===== config.mk =====
export PLATFORM = sky130hd
export DESIGN_NAME = tpg_security_gate
export DESIGN_NICKNAME = d
export VERILOG_FILES = /design/src/rtl/tpg_pkg.sv /design/src/rtl/tpg_security_gate.sv /design/src/rtl/tpg_pin_sync.sv
export SDC_FILE = /design/constraint.sdc
export NUM_CORES = 1
export LEC_CHECK = 0
export BUFFER_PORTS_ARGS = -buffer_cell sky130_fd_sc_hd__buf_4
export CORE_AREA = 2 2 87 89
export CTS_CLUSTER_DIAMETER = 120
export CTS_CLUSTER_SIZE = 30
export DETAILED_ROUTE_END_ITERATION = 8
export DIE_AREA = 0 0 89 91
export PLACE_DENSITY = 0.72
export SLEW_MARGIN = 20
export SYNTH_ARGS = -nofsm -noshare
export SYNTH_HDL_FRONTEND = slang
export SYNTH_SLANG_ARGS = --single-unit
export TNS_END_PERCENT = 50

===== constraint.sdc =====
create_clock -name clk_sys -period 2.4 [get_ports clk_sys]
set_input_delay 0.24 -clock clk_sys [delete_from_list [all_inputs] [get_ports clk_sys]]
set_output_delay 0.24 -clock clk_sys [all_outputs]
set_load 0.02 [all_outputs]

===== src/rtl/tpg_pkg.sv =====
// Constants shared by the test-port security gate
package tpg_pkg;
	// Register byte offsets
	localparam logic [7:0] OFS_PORT_ENABLE = 8'h00;
	localparam logic [7:0] OFS_STATUS      = 8'h04;
	// Field positions
	localparam int ENABLE_BIT     = 0;
	localparam int ST_LOCK_BIT    = 0;
	localparam int ST_BLANK_BIT   = 1;
	localparam int ST_ACTIVE_BIT  = 2;
	localparam int ST_TDOEN_BIT   = 3;
	localparam int ST_BUSY_BIT    = 4;
	// Reset and blank-state read values
	localparam logic [7:0] PORT_ENABLE_RST = 8'h00;
	localparam logic [7:0] CFG_BLANK_VALUE = 8'h00;
	localparam logic [7:0] MEM_BLANK_VALUE = 8'hff;
	// Frame layout: opcode in the upper nibble, sector in the lower
	localparam int FRAME_W  = 8;
	localparam int SECT_W   = 4;
	localparam int PRI_SECT = 8;
	localparam int SEC_SECT = 4;
	// Opcodes carried over the serial link
	typedef enum logic [3:0] {
		OP_NOP        = 4'h0,
		OP_ISC_ENABLE = 4'h1,
		OP_READ       = 4'h2,
		OP_PROGRAM    = 4'h3,
		OP_SECT_ERASE = 4'h4,
		OP_VERIFY     = 4'h5,
		OP_CHIP_ERASE = 4'h6,
		OP_ISC_DISABL = 4'h7,
		OP_CFG_READ   = 4'h8
	} tpg_op_e;
endpackage


===== src/rtl/tpg_security_gate.sv =====
// Test-port access gate: lock, sector protection, blank state and port enable
//
// Local design decisions: the Wishbone slave port and the address map.
`timescale 1ns/10ps
// How it works
// - Lock set: every memory read refused
// - Lock set: only full-chip erase accepted
// - Lock set: program, erase, verify blocked
// - Full-chip erase done clears lock, sets blank
// - Protected sector: its erase refused
// - Blank state: memory and logic read ones
// - Blank state: configuration register reads zero
// - Enable bit zero turns port on/off
// - Dedicated pins: device reset ignored
// - Register-only enable: reset blocks, aborts operations
// - Port active when any source true
// - Enable bit cleared by reset or write
// - Data-out pin input until enable command, then output
module tpg_security_gate (
	// Clock and reset
	input  wire logic        clk_sys,
	input  wire logic        resetn,
	// Wishbone slave
	input  wire logic        wb_cyc_i,
	input  wire logic        wb_stb_i,
	input  wire logic        wb_we_i,
	input  wire logic [7:0]  wb_adr_i,
	input  wire logic [31:0] wb_dat_i,
	input  wire logic [3:0]  wb_sel_i,
	output logic      [31:0] wb_dat_o,
	output logic             wb_ack_o,
	// Nonvolatile configuration and programmable-logic term
	input  wire logic        nvmSecure,
	input  wire logic        nvmDedicate,
	input  wire logic [11:0] sectorProtect,
	input  wire logic        test_pins_product_term,
	// Device reset pin
	input  wire logic        devResetPin,
	// Serial test link pins
	input  wire logic        tckPin,
	input  wire logic        tmsPin,
	input  wire logic        tdiPin,
	output logic             tdoOut,
	output logic             tdoOe,
	output logic             portActive,
	// Memory controller side
	output logic             opStrobe,
	output logic      [3:0]  opCode,
	output logic      [3:0]  opSector,
	output logic             opRefused,
	output logic             opAbort,
	input  wire logic        opDone,
	input  wire logic [7:0]  memRdata,
	input  wire logic [7:0]  cfgRdata
);
	// Pin synchronisers: 0 tck, 1 tms, 2 tdi, 3 device reset
	logic [3:0] pinLevel;
	logic [3:0] pinRise;
	logic [3:0] pinFall;

	tpg_pin_sync #(.N(4)) u_sync (
		.clk_sys (clk_sys),
		.resetn  (resetn),
		.pinIn   ({devResetPin, tdiPin, tmsPin, tckPin}),
		.level   (pinLevel),
		.rise    (pinRise),
		.fall    (pinFall)
	);

	logic tckRise;
	logic tckFall;
	logic tmsLvl;
	logic tdiLvl;
	logic devRst;
	assign tckRise = pinRise[0];
	assign tckFall = pinFall[0];
	assign tmsLvl  = pinLevel[1];
	assign tdiLvl  = pinLevel[2];
	assign devRst  = pinLevel[3];

	logic       enable_q;
	logic       lockLoaded_q;
	logic       lock_q;
	logic       blank_q;
	logic       iscOn_q;
	logic       busy_q;
	logic [3:0] busyOp_q;
	logic [7:0] shift_q;
	logic [7:0] tdoShift_q;
	logic       ack_q;
	logic [31:0] rdata_q;

	// Port enable sources are ORed; otherwise pins are general I/O
	assign portActive = nvmDedicate | enable_q | test_pins_product_term;

	// Reset reaches the port only when the register alone enables it
	logic regOnly;
	logic resetBlock;
	assign regOnly    = enable_q & ~nvmDedicate & ~test_pins_product_term;
	assign resetBlock = devRst & ~nvmDedicate & ~test_pins_product_term;

	logic linkLive;
	assign linkLive = portActive & ~resetBlock;

	// Wishbone decode
	logic wbReq;
	logic wbWr;
	logic hitEnable;
	logic hitStatus;
	assign wbReq     = wb_cyc_i & wb_stb_i & ~ack_q;
	assign wbWr      = wbReq & wb_we_i;
	assign hitEnable = wb_adr_i == tpg_pkg::OFS_PORT_ENABLE;
	assign hitStatus = wb_adr_i == tpg_pkg::OFS_STATUS;

	always_ff @(posedge clk_sys or negedge resetn) begin
		if (!resetn) begin
			ack_q <= 1'b0;
		end else begin
			ack_q <= wbReq;
		end
	end
	assign wb_ack_o = ack_q;

	// Port enable bit; unused bits 1..7 are not stored and read zero
	always_ff @(posedge clk_sys or negedge resetn) begin
		if (!resetn) begin
			enable_q <= tpg_pkg::PORT_ENABLE_RST[tpg_pkg::ENABLE_BIT];
		end else if (devRst) begin
			enable_q <= 1'b0;
		end else if (wbWr && hitEnable && wb_sel_i[0]) begin
			enable_q <= wb_dat_i[tpg_pkg::ENABLE_BIT];
		end
	end

	// Read data, registered with the acknowledge
	always_ff @(posedge clk_sys or negedge resetn) begin
		if (!resetn) begin
			rdata_q <= 32'h0000_0000;
		end else if (wbReq && !wb_we_i) begin
			rdata_q <= 32'h0000_0000;
			if (hitEnable) begin
				rdata_q[tpg_pkg::ENABLE_BIT] <= enable_q;
			end else if (hitStatus) begin
				rdata_q[tpg_pkg::ST_LOCK_BIT]   <= lock_q;
				rdata_q[tpg_pkg::ST_BLANK_BIT]  <= blank_q;
				rdata_q[tpg_pkg::ST_ACTIVE_BIT] <= portActive;
				rdata_q[tpg_pkg::ST_TDOEN_BIT]  <= tdoOe;
				rdata_q[tpg_pkg::ST_BUSY_BIT]   <= busy_q;
			end
		end
	end
	assign wb_dat_o = rdata_q;

	// Command frame: shift on tck rise with tms low, execute on tck rise with tms high
	logic frameEnd;
	logic [3:0] frmOp;
	logic [3:0] frmSect;
	assign frameEnd = linkLive & tckRise & tmsLvl;
	assign frmOp    = shift_q[7:4];
	assign frmSect  = shift_q[3:0];

	always_ff @(posedge clk_sys or negedge resetn) begin
		if (!resetn) begin
			shift_q <= 8'h00;
		end else if (!linkLive) begin
			shift_q <= 8'h00;
		end else if (tckRise && !tmsLvl) begin
			shift_q <= {tdiLvl, shift_q[7:1]};
		end
	end

	// Protection decode for a sector index
	function automatic logic sectProtected(input logic [3:0] s, input logic [11:0] prot);
		sectProtected = (s < 4'(tpg_pkg::PRI_SECT + tpg_pkg::SEC_SECT)) ? prot[s] : 1'b1;
	endfunction

	// Accept or refuse a completed frame
	logic accept;
	logic isMemOp;
	always_comb begin
		accept  = 1'b0;
		isMemOp = 1'b0;
		unique case (frmOp)
			tpg_pkg::OP_CHIP_ERASE: begin
				accept  = iscOn_q & ~busy_q;
				isMemOp = 1'b1;
			end
			tpg_pkg::OP_READ, tpg_pkg::OP_CFG_READ, tpg_pkg::OP_VERIFY: begin
				accept  = iscOn_q & ~busy_q & ~lock_q;
				isMemOp = 1'b1;
			end
			tpg_pkg::OP_PROGRAM: begin
				accept  = iscOn_q & ~busy_q & ~lock_q;
				isMemOp = 1'b1;
			end
			tpg_pkg::OP_SECT_ERASE: begin
				accept  = iscOn_q & ~busy_q & ~lock_q & ~sectProtected(frmSect, sectorProtect);
				isMemOp = 1'b1;
			end
			default: begin
				accept  = 1'b0;
				isMemOp = 1'b0;
			end
		endcase
	end

	// Operation handoff to the memory controller
	always_ff @(posedge clk_sys or negedge resetn) begin
		if (!resetn) begin
			opStrobe  <= 1'b0;
			opRefused <= 1'b0;
			opCode    <= 4'h0;
			opSector  <= 4'h0;
		end else begin
			opStrobe  <= frameEnd & isMemOp & accept;
			opRefused <= frameEnd & isMemOp & ~accept;
			if (frameEnd && isMemOp && accept) begin
				opCode   <= frmOp;
				opSector <= frmSect;
			end
		end
	end

	// Busy tracking; reset on the register-only path aborts the operation
	always_ff @(posedge clk_sys or negedge resetn) begin
		if (!resetn) begin
			busy_q   <= 1'b0;
			busyOp_q <= 4'h0;
			opAbort  <= 1'b0;
		end else begin
			opAbort <= busy_q & resetBlock & regOnly;
			if (resetBlock && regOnly) begin
				busy_q <= 1'b0;
			end else if (frameEnd && isMemOp && accept) begin
				busy_q   <= 1'b1;
				busyOp_q <= frmOp;
			end else if (opDone) begin
				busy_q <= 1'b0;
			end
		end
	end

	// Lock is captured from the nonvolatile bit after reset release
	always_ff @(posedge clk_sys or negedge resetn) begin
		if (!resetn) begin
			lockLoaded_q <= 1'b0;
			lock_q       <= 1'b1;
			blank_q      <= 1'b0;
		end else if (!lockLoaded_q) begin
			lockLoaded_q <= 1'b1;
			lock_q       <= nvmSecure;
		end else if (busy_q && opDone && busyOp_q == tpg_pkg::OP_CHIP_ERASE && !(resetBlock && regOnly)) begin
			lock_q  <= 1'b0;
			blank_q <= 1'b1;
		end else if (opStrobe && opCode == tpg_pkg::OP_PROGRAM) begin
			blank_q <= 1'b0;
		end
	end

	// Enable command turns the data output on; disable or blocking reset turns it off
	always_ff @(posedge clk_sys or negedge resetn) begin
		if (!resetn) begin
			iscOn_q <= 1'b0;
		end else if (!linkLive) begin
			iscOn_q <= 1'b0;
		end else if (frameEnd && frmOp == tpg_pkg::OP_ISC_ENABLE) begin
			iscOn_q <= 1'b1;
		end else if (frameEnd && frmOp == tpg_pkg::OP_ISC_DISABL) begin
			iscOn_q <= 1'b0;
		end
	end

	// Read-back data, blank state forced and locked contents hidden
	logic [7:0] readBack;
	always_comb begin
		if (lock_q) begin
			readBack = 8'h00;
		end else if (blank_q && opCode == tpg_pkg::OP_CFG_READ) begin
			readBack = tpg_pkg::CFG_BLANK_VALUE;
		end else if (blank_q) begin
			readBack = tpg_pkg::MEM_BLANK_VALUE;
		end else if (opCode == tpg_pkg::OP_CFG_READ) begin
			readBack = cfgRdata;
		end else begin
			readBack = memRdata;
		end
	end

	// Serial data out: loaded on a completed read, shifted on tck fall
	always_ff @(posedge clk_sys or negedge resetn) begin
		if (!resetn) begin
			tdoShift_q <= 8'h00;
		end else if (busy_q && opDone && (busyOp_q == tpg_pkg::OP_READ || busyOp_q == tpg_pkg::OP_CFG_READ
				|| busyOp_q == tpg_pkg::OP_VERIFY)) begin
			tdoShift_q <= readBack;
		end else if (linkLive && tckFall) begin
			tdoShift_q <= {1'b0, tdoShift_q[7:1]};
		end
	end

	always_ff @(posedge clk_sys or negedge resetn) begin
		if (!resetn) begin
			tdoOut <= 1'b0;
		end else if (linkLive && tckFall) begin
			tdoOut <= tdoShift_q[0];
		end
	end
	assign tdoOe = iscOn_q & linkLive;
endmodule


===== src/rtl/tpg_pin_sync.sv =====
// Two-stage synchronisers and edge detection for pins entering the clk_sys domain
`timescale 1ns/10ps
module tpg_pin_sync #(
	parameter int N = 4
) (
	// Clock and reset
	input  wire logic         clk_sys,
	input  wire logic         resetn,
	// Asynchronous pins
	input  wire logic [N-1:0] pinIn,
	// Synchronised levels and edges
	output logic      [N-1:0] level,
	output logic      [N-1:0] rise,
	output logic      [N-1:0] fall
);
	genvar i;
	generate
		for (i = 0; i < N; i++) begin : g_bit
			logic meta_q;
			logic sync_q;
			logic prev_q;
			always_ff @(posedge clk_sys or negedge resetn) begin
				if (!resetn) begin
					meta_q <= 1'b0;
					sync_q <= 1'b0;
					prev_q <= 1'b0;
				end else begin
					meta_q <= pinIn[i];
					sync_q <= meta_q;
					prev_q <= sync_q;
				end
			end
			assign level[i] = sync_q;
			assign rise[i]  = sync_q & ~prev_q;
			assign fall[i]  = ~sync_q & prev_q;
		end
	endgenerate
endmodule


==> metrics.md <==
| Metric | Value |
|---|---|
| IO Count | between 100 and 150 |
| Leading area contributor after synthesis | dfrtp_1 |
| Register area share after synthesis | 48.1% |
| Grt ovf | 0 |
| ANT cells | 0 |
| Die height | about 91 um |
| Vias/cell | 4.64 |
| Final Slew Violations | 0 |
| Clk pin slew, worst setup/hold paths | 0.09 ns |
| Post-route setup slack | 0.0380 ns |
| Synth area leaders | dfrtp_1 (47%), mux2i_1 (9.1%), buf_4 (7.9%) |
| Yosys warning total | 0 |
| Mapped cell area | between 2000 and 3000 um^2 |
| First-pass GRT wire length | approximately 9 mm |
| CP Data Required Time | between 2 and 3 ns |
| Die X | 89 um |
| Crit path max-delay cell type | or4b_4 |
| Library cells used by synthesis | between 40 and 50 |
| Setup TNS | 0 ns |
| VDD IR max | around 0.24 mV |
| DRT iter0 DRCs | 58 |
| Largest net degree at the start of global routing | 54 |
| CP Buf/Inv Count | 1 |
| Vias in the first global route | around 2.0k |
| Vias | a little over 2k |
| Slew @ Worst Pin | roughly 0.65 ns |
| Area growth syn-to-layout | 29.5% |
| Layout Cells excl Fill | around 440 |
| Critical path capture point type | flop |
| Number of synthesized flops with an enable pin | 0 |
| Power consumption | 1.72 mW |
| Worst-skew pair later-pin latency | about 0.3 ns |
| Tmin final | approximately 2.4 ns |
| GR Util All Layers | a little over an eighth |
| DP HPWL | around 4.3 mm |
| Worst hold path type | primary input to flop |
| P per Cell Area | 481 nW/um^2 |
| Starting Density | 38.7% |
| Num CTS Buffers | 5 |
| Mean post-synth cell area | around 11 um^2 |
| Post-placement setup slack | -0.0981 ns |
| Top FF cell, synth | dfrtp_1 |
| Pre-antenna DRT Iters | 4 |
| Flops & latches, synth | 53 |
| Die area | around 8100 um^2 |
| Max Cap Viol | 0 |
| Max stage delay on crit path | between 0.5 and 0.6 ns |
| Layout cell share with drive strength beyond 1 | roughly 39% |
| H-tree Lvls | 2 |
| Setup Skew | roughly 0.011 ns |
| Setup-failing EPs final | 0 |
| CP top delay family | multiplexers |
| Maximum fanout along the worst path | 6 |
| Row cnt | 31 |
| Wire length per cell | about 13 um |
| CORE AREA | a little over 7000 um^2 |
| GPL Wtd Cong | roughly 0.84 |
| Routed Antenna Nets | 0 |
| Initial antenna violation count | 0 |
| DP Cell Count | ~420 |
| Max Root-Sink Buffers | 2 |
| Clock Sinks | 53 |
| Setup CP Type | flop to flop |
| Fraction of registers with async set/reset | 100% |
| Final hold viol count | 0 |
| Rel. slew slack | 56.5% |
| WP data arrival | ~2.5 ns |
| PortBufs | 70 |
| Status | finished, final reports clean |
| Clk root buf | clkbuf_8 |
| Synthesized instance count | 246 |
| TritonCTS clock tree | built |
| DRC | 0 |
| Unrepaired setup endpoints after global routing | true |
| CP cell instances | mux4_2, or4b_4, o311a_4, a21oi_4, buf_6, mux2_4 |
| Max Fclk | between 400 and 500 MHz |
| Worst Setup Start Kind | flop |
| LEAKAGE | approximately 1.8 nW |
| Final nets | between 400 and 500 |
| Drt total wl | 5.63 mm |
| Final core occ | about half |
| Tcrit/Tclk final | between 90% and 100% |
| Top cell type's share of synthesized area | a little under half |
-- worst paths after layout --
kind / start / end / slack [ns] / depth (start not counted)
max in group asynchronous: resetn / shift_q[4]$_DFFE_PN0P_ / 1.41 / 2
min reg2reg: u_sync.g_bit[3].meta_q$_DFF_PN0_ / u_sync.g_bit[3].sync_q$_DFF_PN0_ / 0.35 / 0
max reg2reg: shift_q[0]$_DFFE_PN0P_ / opSector[0]$_DFFE_PN0P_ / 0.04 / 6
min: tckPin / u_sync.g_bit[0].meta_q$_DFF_PN0_ / 0.05 / 1
max: shift_q[0]$_DFFE_PN0P_ / opSector[0]$_DFFE_PN0P_ / 0.04 / 6
min in group asynchronous: resetn / opCode[3]$_DFFE_PN0P_ / 0.51 / 2
-- sequential cells by signal (all words and copies together) (netlist names), 4 cells and up --
register             count
shift_q                  8
tdoShift_q               8
wb_dat_o                 5
busyOp_q                 4
opCode                   4
opSector                 4
u_sync.g_bit.meta_q      4
u_sync.g_bit.sync_q      4
-- logic make-up after synthesis --
logic type / after synthesis / synth area share, %
other cells: 2 / 0.272
compound gates: 38 / 10.5
simple gates: 60 / 12.6
buf+inv: 54 / 12.3
mux: 39 / 16.3
flops: 53 / 48.1
-- repair_timing --
action | in CTS | in global routing
setup endpoints to repair | 6 | 10
hold endpoints to repair | 51 | 0
buffers inserted | 5 | 2
gates resized for setup | 10 | 3
pin swaps | 3 | 2
hold buffers | 1 | 0
-- layer usage --
layer	routed length [um]	up-vias	share of wire, %	track usage (%)
met1	2470	976	44	17.9
li1	-	1009	-	-
met3	247	2	4.4	3.09
met4	14	0	0.25	2.99
met2	2900	51	52	23.1
met5	0	-	0	0
-- where the power goes --
part           internal (mW)  switching [mW]  leakage (nW)
registers              0.921          0.0231         0.684
logic                  0.141           0.156          1.07
clock network          0.207           0.274        0.0385
-- cells in the final DEF, fill, tap and decap left out, drive strengths merged, types with 6 or more instances in the layout --
cell type,synthesis,routed
mux2,12,12
nand2,10,10
nor3b,6,6
o21ai,10,10
mux2i,25,25
o311ai,8,8
conb,2,28
dfrtp,52,52
nor2,13,13
buf,35,98
inv,15,15
clkbuf,4,7
nor4,6,6
-- metrics by stage --
| stage | hold slack (ns) | area [um^2] |
|---|---|---|
| finish | 0.0467 | 3580 |
| global route | 0.0253 | 3580 |
| CTS | 0.0369 | 3540 |
| detailed placement | 0.317 | 3380 |
| global placement | 0.312 | 3380 |
| floorplan | -0.0556 | 2860 |
-- area by class of cell --
class	count	area, um^2
fillers	656	3560
flip-flops and latches	53	1330
multi-input cells	165	1230
repair buffers	99	753
well taps	99	124
clock buffers	7	76.3
inverters	15	56.3
clock inverters	1	7.51
-- cells in the mapped netlist, drive strengths merged (5+ instances only) --
cell	number
mux2i	25
nand2	10
dfrtp	52
nor3	5
nor3b	6
nor2	13
mux2	12
inv	15
o311ai	8
nor4	6
buf	35
o21ai	10
(Power assumes the default switching activity.)
